===== config.mk =====
export PLATFORM = sky130hd
export DESIGN_NAME = owd_option_decoder
export DESIGN_NICKNAME = d
export VERILOG_FILES = /design/src/owd_pkg.sv /design/src/owd_noise_filter.sv /design/src/owd_rc_trim.sv /design/src/owd_option_decoder.sv
export SDC_FILE = /design/constraint.sdc
export NUM_CORES = 1
export LEC_CHECK = 0
export BUFFER_PORTS_ARGS = -buffer_cell sky130_fd_sc_hd__buf_2
export CAP_MARGIN = 15
export CORE_MARGIN = 10
export CORE_UTILIZATION = 23
export CTS_CLUSTER_SIZE = 8
export DETAILED_ROUTE_END_ITERATION = 10
export PLACE_DENSITY = 0.51
export SLEW_MARGIN = 25
export SYNTH_ARGS = -nofsm -noshare
export SYNTH_HDL_FRONTEND = slang
export SYNTH_SLANG_ARGS = --single-unit

===== constraint.sdc =====
create_clock -name core_clk_i -period 7.4 [get_ports core_clk_i]
set_input_delay 1.48 -clock core_clk_i [delete_from_list [all_inputs] [get_ports core_clk_i]]
set_output_delay 1.48 -clock core_clk_i [all_outputs]
set_load 0.05 [all_outputs]

===== src/owd_pkg.sv =====
package owd_pkg;

  // Width of every nonvolatile option word.
  localparam int OPT_W = 13;

  // Word 0 field positions.
  localparam int W0_NR_MODE  = 12;
  localparam int W0_NR_WIDTH = 11;
  localparam int W0_NR_DIS   = 10;
  localparam int W0_CYC_SEL  = 9;
  localparam int W0_PER_HI   = 8;
  localparam int W0_PER_LO   = 7;
  localparam int W0_WDT_EN   = 6;
  localparam int W0_OSC_HI   = 5;
  localparam int W0_OSC_LO   = 3;
  localparam int W0_PROT_HI  = 2;
  localparam int W0_PROT_LO  = 0;

  // Word 1 field positions.
  localparam int W1_TRIM_HI  = 8;
  localparam int W1_TRIM_LO  = 4;
  localparam int W1_FREQ_HI  = 3;
  localparam int W1_FREQ_LO  = 2;

  // Values held before the first capture: every documented default.
  localparam logic [12:0] W0_RESET = 13'h0000;
  localparam logic [12:0] W1_RESET = 13'h1200;
  localparam logic [12:0] W2_RESET = 13'h0000;

  // Oscillator mode codes.
  localparam logic [2:0] OSC_XT   = 3'h0;
  localparam logic [2:0] OSC_HXT  = 3'h1;
  localparam logic [2:0] OSC_LOW_CRYSTAL_OSC_1 = 3'h2;
  localparam logic [2:0] OSC_LOW_CRYSTAL_OSC_2 = 3'h3;

  // Internal RC selector and trim defaults.
  localparam logic [1:0] FREQ_DEF = 2'h0;
  localparam logic [4:0] TRIM_DEF = 5'h00;
  localparam int         TRIM_DIR = 3;

  // Nominal internal RC rates in kHz, one per selector code.
  localparam logic [13:0] KHZ_SEL0 = 14'h0fa0;
  localparam logic [13:0] KHZ_SEL1 = 14'h2ee0;
  localparam logic [13:0] KHZ_SEL2 = 14'h0dfc;
  localparam logic [13:0] KHZ_SEL3 = 14'h01c7;

  // Oscillator clocks per instruction for each period code.
  localparam logic [4:0] PER_CLK0 = 5'h04;
  localparam logic [4:0] PER_CLK1 = 5'h02;
  localparam logic [4:0] PER_CLK2 = 5'h08;
  localparam logic [4:0] PER_CLK3 = 5'h10;

  // Noise filter least pulse widths in filter clocks.
  localparam int NR_SHORT_CLKS = 8;
  localparam int NR_LONG_CLKS  = 32;

  // Cycles spent filling the option synchronisers before capture.
  localparam logic [1:0] SETTLE_CYCLES = 2'h3;

  typedef enum logic [2:0] {
    ST_SETTLE  = 3'b001,
    ST_CAPTURE = 3'b010,
    ST_RUN     = 3'b100
  } owd_state_t;

endpackage


===== src/owd_noise_filter.sv =====
`timescale 1ns/1ps
module owd_noise_filter #(
  parameter int SHORT_CLKS = 8,
  parameter int LONG_CLKS  = 32
) (
  input  wire logic core_clk_i,
  input  wire logic rst_n_i,
  input  wire logic pin_i,
  input  wire logic bypass_i,
  input  wire logic short_sel_i,
  output logic      level_o,
  output logic      fall_o
);
  import owd_pkg::*;

  initial begin
    if (SHORT_CLKS < 1 || LONG_CLKS < SHORT_CLKS || LONG_CLKS > 255)
      $error("Noise filter widths out of range.");
  end

  logic       pin_meta;
  logic       pin_sync;
  logic [7:0] stable_cnt;
  logic [7:0] width_m1;
  logic       differs;
  logic       accept;
  logic       next_level;

  // Unless bypassed, a new level is taken only after it has held for the chosen width.
  assign width_m1   = short_sel_i ? 8'(SHORT_CLKS - 1) : 8'(LONG_CLKS - 1);
  assign differs    = pin_sync != level_o;
  assign accept     = bypass_i || (differs && stable_cnt >= width_m1);
  assign next_level = accept ? pin_sync : level_o;

  // Two stages guard the pin; the first stage is read only by the second.
  always_ff @(posedge core_clk_i or negedge rst_n_i) begin
    if (!rst_n_i) begin
      pin_meta   <= 1'b1;
      pin_sync   <= 1'b1;
      stable_cnt <= 8'h00;
      level_o    <= 1'b1;
      fall_o     <= 1'b0;
    end else begin
      pin_meta   <= pin_i;
      pin_sync   <= pin_meta;
      stable_cnt <= (differs && !accept) ? stable_cnt + 8'h01 : 8'h00;
      level_o    <= next_level;
      fall_o     <= level_o & ~next_level;
    end
  end

endmodule


===== src/owd_rc_trim.sv =====
`timescale 1ns/1ps
module owd_rc_trim (
  input  wire logic [4:0]        trim_code_i,
  input  wire logic [1:0]        freq_sel_i,
  output logic signed [5:0]      trim_step_o,
  output logic [13:0]            nominal_khz_o
);
  import owd_pkg::*;

  logic [3:0] mag;
  logic       slower;

  // The direction bit splits the codes; magnitude is the other four bits.
  assign slower = trim_code_i[TRIM_DIR];
  assign mag    = {trim_code_i[4], trim_code_i[2:0]};

  // Slower codes start one step below nominal, so all ones is -16.
  assign trim_step_o = slower ? -$signed({2'b00, mag}) - 6'sh01
                              : $signed({2'b00, mag});

  always_comb begin
    unique case (freq_sel_i)
      2'h0: nominal_khz_o = KHZ_SEL0;
      2'h1: nominal_khz_o = KHZ_SEL1;
      2'h2: nominal_khz_o = KHZ_SEL2;
      2'h3: nominal_khz_o = KHZ_SEL3;
    endcase
  end

endmodule


===== src/owd_option_decoder.sv =====
// Overview of operation
// - Default RC selector runs internal RC at 4MHz.
// - Selector offers 12MHz, 3.58MHz and 455kHz too.
// - Five-bit code trims every RC setting.
// - Zero nominal; direction bit slows, else speeds.
// - Option bits unreachable by running program.
// - Three 13-bit words; word 2 customer value.
// - Bit 12 picks noise rejection mode 2/1.
// - Bit 11 picks 8 or 32 clock pulse.
// - Filtered external interrupt triggers on falling edge.
// - Bit 10 disables filter; low crystal forces off.
// - Filter bypassed in 32 kHz crystal, sleep.
// - Bit 9 picks one or two instruction cycles.
// - Bits 8:7 give 4, 2, 8, 16 clocks.
// - Bit 6 enables the watchdog timer.
// - Bits 5:3 select the oscillator source.
// - RC modes: low bit picks pin I/O or clock.
// - Bits 2:0 control code protection.
// - Selector 00/01/10/11: 4M, 12M, 3.58M, 455k.
// - Trim code sits in word 1 bits 8:4.
`timescale 1ns/1ps
module owd_option_decoder #(
  parameter int NR_SHORT = owd_pkg::NR_SHORT_CLKS,
  parameter int NR_LONG  = owd_pkg::NR_LONG_CLKS
) (
  input  wire logic                     core_clk_i,
  input  wire logic                     arst_n_i,
  input  wire logic [owd_pkg::OPT_W-1:0] opt_word0_i,
  input  wire logic [owd_pkg::OPT_W-1:0] opt_word1_i,
  input  wire logic [owd_pkg::OPT_W-1:0] opt_word2_i,
  input  wire logic                     sleep_mode_i,
  input  wire logic                     ext_int_pin_i,
  output logic                          opt_loaded_o,
  output logic [owd_pkg::OPT_W-1:0]      customer_id_o,
  output logic                          noise_reject_mode_sel_o,
  output logic                          noise_pulse_width_sel_o,
  output logic                          noise_filter_disable_o,
  output logic                          noise_filter_active_o,
  output logic                          ext_int_level_o,
  output logic                          ext_int_fall_o,
  output logic                          single_cycle_sel_o,
  output logic [4:0]                    instr_period_clks_o,
  output logic                          watchdog_enable_opt_o,
  output logic [2:0]                    osc_mode_o,
  output logic                          crystal_osc_o,
  output logic                          high_crystal_osc_o,
  output logic                          low_crystal_osc_1_o,
  output logic                          low_crystal_osc_2_o,
  output logic                          internal_rc_osc_o,
  output logic                          external_rc_osc_o,
  output logic                          rc_clock_output_o,
  output logic                          code_protect_o,
  output logic [1:0]                    rc_freq_sel_o,
  output logic [4:0]                    rc_trim_code_o,
  output logic signed [5:0]             rc_trim_step_o,
  output logic [13:0]                   rc_nominal_khz_o
);
  import owd_pkg::*;

  initial begin
    if (NR_SHORT < 1 || NR_LONG < NR_SHORT)
      $error("Noise filter widths must be positive and ordered.");
    // The filter counts in eight bits, so longer widths cannot be served.
    if (NR_LONG > 255)
      $error("Noise filter width exceeds the counter range.");
  end

  // Reset release and option synchronisers.
  logic            rst_meta;
  logic            rst_n;
  logic [OPT_W-1:0] w0_meta;
  logic [OPT_W-1:0] w1_meta;
  logic [OPT_W-1:0] w2_meta;
  logic [OPT_W-1:0] w0_sync;
  logic [OPT_W-1:0] w1_sync;
  logic [OPT_W-1:0] w2_sync;

  // Captured option words and capture sequencing.
  logic [OPT_W-1:0] word0;
  logic [OPT_W-1:0] word1;
  logic [OPT_W-1:0] word2;
  owd_state_t       state;
  owd_state_t       next_state;
  logic [1:0]       settle_cnt;
  logic             capture;

  // Decoded fields of word 0.
  logic       nr_mode;
  logic       nr_short;
  logic       nr_dis_bit;
  logic       cyc_one;
  logic [1:0] per_code;
  logic       wdt_en;
  logic [2:0] osc_code;
  logic [2:0] prot_bits;

  // Decoded fields of word 1 and derived controls.
  logic [1:0]        freq_raw;
  logic [4:0]        trim_raw;
  logic              is_rc;
  logic              is_irc;
  logic              is_erc;
  logic              is_lxt;
  logic              nr_bypass;
  logic [4:0]        per_clks;
  logic [1:0]        freq_eff;
  logic [4:0]        trim_eff;
  logic signed [5:0] step_w;
  logic [13:0]       khz_w;
  logic              filt_level;
  logic              filt_fall;
  logic              is_xt;
  logic              is_hxt;
  logic              is_low_crystal_osc_1;
  logic              is_low_crystal_osc_2;
  logic              rc_out_sel;
  logic              prot_on;
  logic              run_now;

  // The asynchronous reset is released through two flip-flops so that
  // every register below leaves reset on the same clean edge.
  always_ff @(posedge core_clk_i or negedge arst_n_i) begin
    if (!arst_n_i) begin
      rst_meta <= 1'b0;
      rst_n    <= 1'b0;
    end else begin
      rst_meta <= 1'b1;
      rst_n    <= rst_meta;
    end
  end

  // The option store sits outside this clock domain, so its words pass
  // two stages; the first stage feeds nothing but the second.
  always_ff @(posedge core_clk_i or negedge rst_n) begin
    if (!rst_n) begin
      w0_meta <= W0_RESET;
      w1_meta <= W1_RESET;
      w2_meta <= W2_RESET;
      w0_sync <= W0_RESET;
      w1_sync <= W1_RESET;
      w2_sync <= W2_RESET;
    end else begin
      w0_meta <= opt_word0_i;
      w1_meta <= opt_word1_i;
      w2_meta <= opt_word2_i;
      w0_sync <= w0_meta;
      w1_sync <= w1_meta;
      w2_sync <= w2_meta;
    end
  end

  // Capture sequence: wait for the synchronisers to fill, take the
  // words once, then stay in run until the next reset.
  always_comb begin
    next_state = state;
    unique case (state)
      ST_SETTLE: begin
        if (settle_cnt == SETTLE_CYCLES - 2'h1) begin
          next_state = ST_CAPTURE;
        end
      end
      ST_CAPTURE: begin
        next_state = ST_RUN;
      end
      ST_RUN: begin
        next_state = ST_RUN;
      end
      default: begin
        next_state = ST_SETTLE;
      end
    endcase
  end

  assign capture = state == ST_CAPTURE;

  always_ff @(posedge core_clk_i or negedge rst_n) begin
    if (!rst_n) begin
      state      <= ST_SETTLE;
      settle_cnt <= 2'h0;
    end else begin
      state      <= next_state;
      settle_cnt <= (state == ST_SETTLE) ? settle_cnt + 2'h1 : 2'h0;
    end
  end

  // The words are taken exactly once per reset. There is no path from the
  // instruction side, so a running program can neither read nor alter
  // them, and later changes on the store inputs are ignored.
  always_ff @(posedge core_clk_i or negedge rst_n) begin
    if (!rst_n) begin
      word0 <= W0_RESET;
      word1 <= W1_RESET;
      word2 <= W2_RESET;
    end else if (capture) begin
      word0 <= w0_sync;
      word1 <= w1_sync;
      word2 <= w2_sync;
    end
  end

  // Word 0 field extraction.
  assign nr_mode    = word0[W0_NR_MODE];
  assign nr_short   = word0[W0_NR_WIDTH];
  assign nr_dis_bit = word0[W0_NR_DIS];
  assign cyc_one    = word0[W0_CYC_SEL];
  assign per_code   = word0[W0_PER_HI:W0_PER_LO];
  assign wdt_en     = word0[W0_WDT_EN];
  assign osc_code   = word0[W0_OSC_HI:W0_OSC_LO];
  assign prot_bits  = word0[W0_PROT_HI:W0_PROT_LO];

  // Word 1 field extraction; the trim code's top bit is word bit 8.
  assign freq_raw = word1[W1_FREQ_HI:W1_FREQ_LO];
  assign trim_raw = word1[W1_TRIM_HI:W1_TRIM_LO];

  // Oscillator class decode. Codes with the top bit set are RC modes;
  // the middle bit then splits internal from external RC.
  assign is_rc  = osc_code[2];
  assign is_irc = is_rc && !osc_code[1];
  assign is_erc = is_rc && osc_code[1];
  assign is_xt   = osc_code == OSC_XT;
  assign is_hxt  = osc_code == OSC_HXT;
  assign is_low_crystal_osc_1 = osc_code == OSC_LOW_CRYSTAL_OSC_1;
  assign is_low_crystal_osc_2 = osc_code == OSC_LOW_CRYSTAL_OSC_2;
  assign is_lxt  = is_low_crystal_osc_1 || is_low_crystal_osc_2;

  // The clock output role exists only in RC modes; in crystal modes the
  // same pin carries the resonator, so the low mode bit only picks XT or HXT, or low crystal mode 1 or 2.
  assign rc_out_sel = is_rc && osc_code[0];
  assign prot_on    = |prot_bits;
  assign run_now    = state == ST_RUN;

  // The filter is bypassed by its own disable bit, by either low crystal
  // mode (the 32 kHz one included) and by sleep.
  assign nr_bypass = nr_dis_bit || is_lxt || sleep_mode_i;

  // Clocks per instruction for each period code.
  always_comb begin
    unique case (per_code)
      2'h0: per_clks = PER_CLK0;
      2'h1: per_clks = PER_CLK1;
      2'h2: per_clks = PER_CLK2;
      2'h3: per_clks = PER_CLK3;
    endcase
  end

  // The oscillator only sees trim and selector values in an RC mode; in
  // crystal modes it keeps the defaults so a stray code cannot disturb it.
  assign freq_eff = is_rc ? freq_raw : FREQ_DEF;
  assign trim_eff = is_rc ? trim_raw : TRIM_DEF;

  // Trim arithmetic and nominal rate lookup for the internal oscillator.
  owd_rc_trim u_trim (
    .trim_code_i   (trim_eff),
    .freq_sel_i    (freq_eff),
    .trim_step_o   (step_w),
    .nominal_khz_o (khz_w)
  );

  // Input noise filter on the external interrupt pin.
  owd_noise_filter #(
    .SHORT_CLKS (NR_SHORT),
    .LONG_CLKS  (NR_LONG)
  ) u_filter (
    .core_clk_i  (core_clk_i),
    .rst_n_i     (rst_n),
    .pin_i       (ext_int_pin_i),
    .bypass_i    (nr_bypass),
    .short_sel_i (nr_short),
    .level_o     (filt_level),
    .fall_o      (filt_fall)
  );

  // Noise and interrupt outputs. All data outputs are registered; the option fields change once at capture,
  // while the filter activity follows sleep and the interrupt level and fall outputs follow the pin afterwards.
  always_ff @(posedge core_clk_i or negedge rst_n) begin
    if (!rst_n) begin
      noise_reject_mode_sel_o <= 1'b0;
      noise_pulse_width_sel_o <= 1'b0;
      noise_filter_disable_o  <= 1'b0;
      noise_filter_active_o   <= 1'b0;
      ext_int_level_o         <= 1'b1;
      ext_int_fall_o          <= 1'b0;
    end else begin
      noise_reject_mode_sel_o <= nr_mode;
      noise_pulse_width_sel_o <= nr_short;
      noise_filter_disable_o  <= nr_dis_bit;
      noise_filter_active_o   <= !nr_bypass;
      ext_int_level_o         <= filt_level;
      ext_int_fall_o          <= filt_fall;
    end
  end

  // Instruction timing, watchdog and code protection outputs.
  always_ff @(posedge core_clk_i or negedge rst_n) begin
    if (!rst_n) begin
      single_cycle_sel_o    <= 1'b0;
      instr_period_clks_o   <= PER_CLK0;
      watchdog_enable_opt_o <= 1'b0;
      code_protect_o        <= 1'b0;
    end else begin
      single_cycle_sel_o    <= cyc_one;
      instr_period_clks_o   <= per_clks;
      watchdog_enable_opt_o <= wdt_en;
      code_protect_o        <= prot_on;
    end
  end

  // Oscillator selection outputs. Only one class flag is ever high.
  always_ff @(posedge core_clk_i or negedge rst_n) begin
    if (!rst_n) begin
      osc_mode_o          <= OSC_XT;
      crystal_osc_o       <= 1'b1;
      high_crystal_osc_o  <= 1'b0;
      low_crystal_osc_1_o <= 1'b0;
      low_crystal_osc_2_o <= 1'b0;
      internal_rc_osc_o   <= 1'b0;
      external_rc_osc_o   <= 1'b0;
      rc_clock_output_o   <= 1'b0;
    end else begin
      osc_mode_o          <= osc_code;
      crystal_osc_o       <= is_xt;
      high_crystal_osc_o  <= is_hxt;
      low_crystal_osc_1_o <= is_low_crystal_osc_1;
      low_crystal_osc_2_o <= is_low_crystal_osc_2;
      internal_rc_osc_o   <= is_irc;
      external_rc_osc_o   <= is_erc;
      rc_clock_output_o   <= rc_out_sel;
    end
  end

  // Internal RC controls, customer word and load status.
  always_ff @(posedge core_clk_i or negedge rst_n) begin
    if (!rst_n) begin
      rc_freq_sel_o    <= FREQ_DEF;
      rc_trim_code_o   <= TRIM_DEF;
      rc_trim_step_o   <= 6'sh00;
      rc_nominal_khz_o <= KHZ_SEL0;
      customer_id_o    <= W2_RESET;
      opt_loaded_o     <= 1'b0;
    end else begin
      rc_freq_sel_o    <= freq_eff;
      rc_trim_code_o   <= trim_eff;
      rc_trim_step_o   <= step_w;
      rc_nominal_khz_o <= khz_w;
      customer_id_o    <= word2;
      opt_loaded_o     <= run_now;
    end
  end

endmodule


* Word level (Yosys, flattened, before mapping) *
Index checks and enable logic that the tools add are counted.

word-level totals
  logic and storage cells = 92
  output and inout bits = 65
  register bits after elaboration = 189
  input bits = 43

operators by class
  reductions and logical operators = 17
  equality and inequality tests = 15
  multiplexer cells = 11
  bitwise operators = 2
  add/subtract/negate cells = 4
  $lt $le $gt $ge = 1

operators by type and width
  operator               count
  $pmux W14 S4           1
  $pmux W5 S4            1
  $eq A2 B2 Y1 const B   5
  $mux W5                2
  $eq A3 B2 Y1 const B   3
  $add A8 B1 Y8 const B  1
  $ge A8 B8 Y1           1
  $mux W8                1
  $eq A3 B1 Y1 const B   2
  $mux W6                1
  $neg A4 Y6             1
  $pmux W3 S2            1
  $sub A6 B2 Y6 const B  1
  $logic_and A1 B1 Y1    5
  $eq A2 B1 Y1 const B   2
  $logic_not A2 Y1       2
  $logic_or A1 B1 Y1     4
  $mux W2                2
  $eq A3 B3 Y1 const B   1
  $logic_not A1 Y1       3
  $logic_not A3 Y1       1
  $mux W3                1
  $reduce_or A3 Y1       1
  $add A2 B1 Y2 const B  1
  other kinds (6)        6

* Longest topological paths before layout *
  depth after elaboration = 8
  mapped depth = 5
  gate-level depth less buffers = 5

* Cells and area by module *
A second synthesis with hierarchy kept.

second synthesis, totals
  cells, all modules = 302
  area total of the unflattened synthesis = 5,561.6 um^2

by module, submodules not included
  module              area an instance (um^2)  cells an instance  sequential area each (um^2)  instances
  owd_option_decoder  4,918.5                  243                4,266.6                      1
  owd_noise_filter    498.0                    37                 304.0                        1
  owd_rc_trim         145.1                    22                 0.0                          1

* Worst setup path before layout *
Ideal clock, no wire load.

  path kind = reg-to-output
  start = register, netlist name rc_nominal_khz_o[11]
  end = output rc_nominal_khz_o[10]
  slack = 4.992 ns
  data required time = 5.920 ns
  path buffers = 1
  arrival = 0.928 ns
  stages on the path, launching flop included = 2
  path through = dfstp_2 > buf_4

RTL lines
  what              line                      text
  end: declaration  owd_option_decoder.sv:56  output logic [13:0] rc_nominal_khz_o

* Worst setup path in the final report *
  start = register rc_nominal_khz_o[11]
  end = output rc_nominal_khz_o[11]

RTL lines
  what                      line                       text
  start signal: assignment  owd_option_decoder.sv:344  rc_nominal_khz_o <= khz_w;

No word-level cell between the ends.

==> results.py <==
metrics = {
    "logic_synthesis": {
        "syn_avg_cell_area_sq_um": 17.8,
        "ys_seq_area_frac": 0.814,
        "ys_warn_count": 0,
        "synth_cells": 299,
        "ys_ff_latch": 173,
        "synth-main-ff-cell": "dfrtp_1",
        "syn_area_sq_um": 5330,
        "synth-edff-count": 0,
        "synthDistinctLibCells": 32,
        "async_flop_share": 1.00,
    },
    "placement": {
        "io_buffers": 98,
        "finalWeightedCongestion": 0.619,
        "dp_slack_ns": 4.88,
        "place_hpwl_mm": 6.70,
    },
    "setup_path": {
        "reg2reg_to": "word2[4]",
        "slowest_stage": "dfstp_2",
        "reg2reg_slack_ns": 5.26,
        "worst-path-stages": 1,
        "path_max_fanout": 3,
        "rr_startpoint": "state[2]",
        "worstPathRequired_ns": 5.92,
        "critical_path.max_stage_delay_ns": 0.53,
        "critPathBufInv": 1,
        "reg2reg_depth": 3,
        "start_kind": "register",
        "worstPathCellList": "buf_2",
        "critical_path_arrival_ns": 1.21,
        "cpLargestDelayFamily": "flip-flops",
        "critPathCaptureType": "output port",
        "worstSetupPathType": "reg -> out",
    },
    "clock_tree": {
        "clk_path_buf_depth": 2,
        "cts_sinks": 173,
        "cts_max_level": 4,
        "clk_pin_slew_worst_paths_ns": 0.07,
        "root_buffer": "clkbuf_16",
        "cts-hold-fix-buffers": 0,
        "cts_tree": "done",
        "post_cts_buffers": 0,
        "cts.repair.resized": 0,
        "clk_latency_ns": 0.42,
        "cts_buffers": 17,
    },
    "routing": {
        "via_count": 2594,
        "vias_per_cell": 3.66,
        "drc": 0,
        "wire_per_inst_microns": 13.9,
        "first_pass_iters": 4,
        "ant_nets": 0,
        "wirelength_mm": 9.83,
        "drtIter0Drc": 103,
    },
    "timing": {
        "tns_ns": 0,
        "min_period_ns": 2.69,
        "max_freq_mhz": 372,
        "tightest_slew_ns": 0.911,
        "period_share": 0.364,
        "drv_slew": 0,
        "finalHoldViolations": 0,
        "fin_skew_ns": 0.00769,
        "setup_viol": 0,
        "relSlewSlack": 0.392,
        "rsz0062_at_grt": "false",
        "fin_ws_ns": 4.71,
    },
    "power_and_ir_drop": {
        "powerDensity_nw_per_um2": 303,
        "swShare": 0.245,
        "internal_power_mw": 1.54,
        "p_switching_mw": 0.497,
        "pwr-share-comb": 0.062,
        "p_clk_frac": 0.439,
        "pwr-share-seq": 0.499,
        "cellLeakagePower_nw": 3.12,
        "vdd.ir_drop.worst_uv": 126,
    },
    "global_route": {
        "grt_max_degree": 75,
        "grt_use_total": 0.0707,
        "first_global_vias": 2987,
        "grt_pass1_wl_mm": 15.8,
        "grt-ovfl-total": 0,
        "antenna_found_initial": 2,
    },
    "cells_and_area": {
        "final_common_cell": "dfrtp_1",
        "syn_to_final_growth_pct": 25.8,
        "nets": 455,
        "n_fill_cell": 2295,
        "final_cell_mix": "dfrtp_1, buf_2, mux2_2",
        "regArea_sq_um": 4350,
        "multi_input_area_sq_um": 866,
        "drive_gt1_frac": 0.432,
    },
    "die": {
        "core_sq_um": 22700,
        "rows": 55,
        "die-area_sq_um": 29700,
        "die_w_microns": 172,
        "boundaryPins": 108,
        "fp.dieH_microns": 172,
        "initial_utilization": 0.235,
    },
    "flow_run": {
        "drv_cap": 0,
    },
    "worst_hold_path": {
        "hp-class": "reg -> async",
    },
    "run_status": {
        "status": "completed",
    },
}
[logic make-up after synthesis]
group	share of synthesized area
AOI/OAI and AO/OA	0.00188
adders and majority gates	0.00939
muxes	0.0718
buffers and inverters	0.0260
DFF	0.814
other	0.00141
xor gates and xnor gates	0.0148
and+or+nand+nor	0.0603
[final cells by class]
class	count	area share
sequential	173	0.648
clock buffer	18	0.0655
tap	285	0.0532
timing repair buffer	101	0.0770
antenna	2	0.000746
multi-input combinational	109	0.129
clock inverter	14	0.0235
inverter	6	0.00336
[registers in the layout, summed over array words and instances (netlist names), 2 cells and up]
| name | count |
|---|---|
| instr_period_clks_o | 4 |
| w1_sync | 7 |
| rc_trim_step_o | 5 |
| rc_nominal_khz_o | 8 |
| word2 | 13 |
| w2_meta | 13 |
| w0_sync | 13 |
| w2_sync | 13 |
| u_filter.stable_cnt | 8 |
| rc_trim_code_o | 4 |
| word0 | 13 |
| word1 | 7 |
| state | 3 |
| customer_id_o | 13 |
| w1_meta | 7 |
| settle_cnt | 2 |
| w0_meta | 13 |
| osc_mode_o | 3 |
[metrics by stage]
stage               hold slack [ns]  area, sq um  utilization  instances  total power, mW
finish                        0.295         6710        0.295        708             2.03
global route                  0.349         6700        0.295        706             2.13
CTS                           0.325         6700        0.295        706             2.08
detailed placement            0.318         6100        0.269        674             1.16
global placement              0.295         6100        0.269        674             1.16
floorplan                     0.331         5350            -        303             1.12
[cells in the mapped netlist, types with 2 or more instances]
library cell	n	share of area
nand3_1	3	0.0028
buf_4	10	0.014
dfrtp_1	163	0.77
nor3b_1	2	0.0028
nand2_1	4	0.0028
xor2_1	8	0.013
dfstp_2	10	0.049
and2_1	13	0.015
ha_1	4	0.0094
mux2_1	2	0.0042
buf_6	3	0.0063
and3_1	3	0.0035
or2_2	2	0.0023
clkbuf_1	2	0.0014
conb_1	2	0.0014
inv_1	6	0.0042
mux2_2	32	0.068
nor2b_1	5	0.0059
nor2_1	12	0.0084
[power groups by stage]
stage / Sequential, mW / Combinational [mW] / Clock (mW)
5_1_grt: 1.02 / 0.136 / 0.973
3_3_place_gp: 1.03 / 0.128 / 0
4_1_cts: 1.02 / 0.130 / 0.932
2_1_floorplan: 1.09 / 0.0307 / 0
3_5_place_dp: 1.03 / 0.130 / 0
6_report: 1.01 / 0.126 / 0.892
[worst max path at each step]
stage	end	start	slack, ns
3_3_place_gp	u_filter.level_o	sleep_mode_i	4.99
2_1_floorplan	code_protect_o	rst_n	2.24
4_1_cts	rc_nominal_khz_o[11]	rc_nominal_khz_o[11]	4.67
5_1_grt	rc_nominal_khz_o[11]	rc_nominal_khz_o[11]	4.65
3_5_place_dp	rc_nominal_khz_o[1]	rst_n	4.88
6_report	rc_nominal_khz_o[11]	rc_nominal_khz_o[11]	4.71
[per-layer routing]
metal,track usage,up-vias,share of wire
met5,0,-,0
met4,0.0367,0,0.017
met1,0.0778,1331,0.41
met3,0.0374,12,0.083
met2,0.109,73,0.49
li1,-,1178,-
No activity file was read; power rests on OpenSTA's default activity.
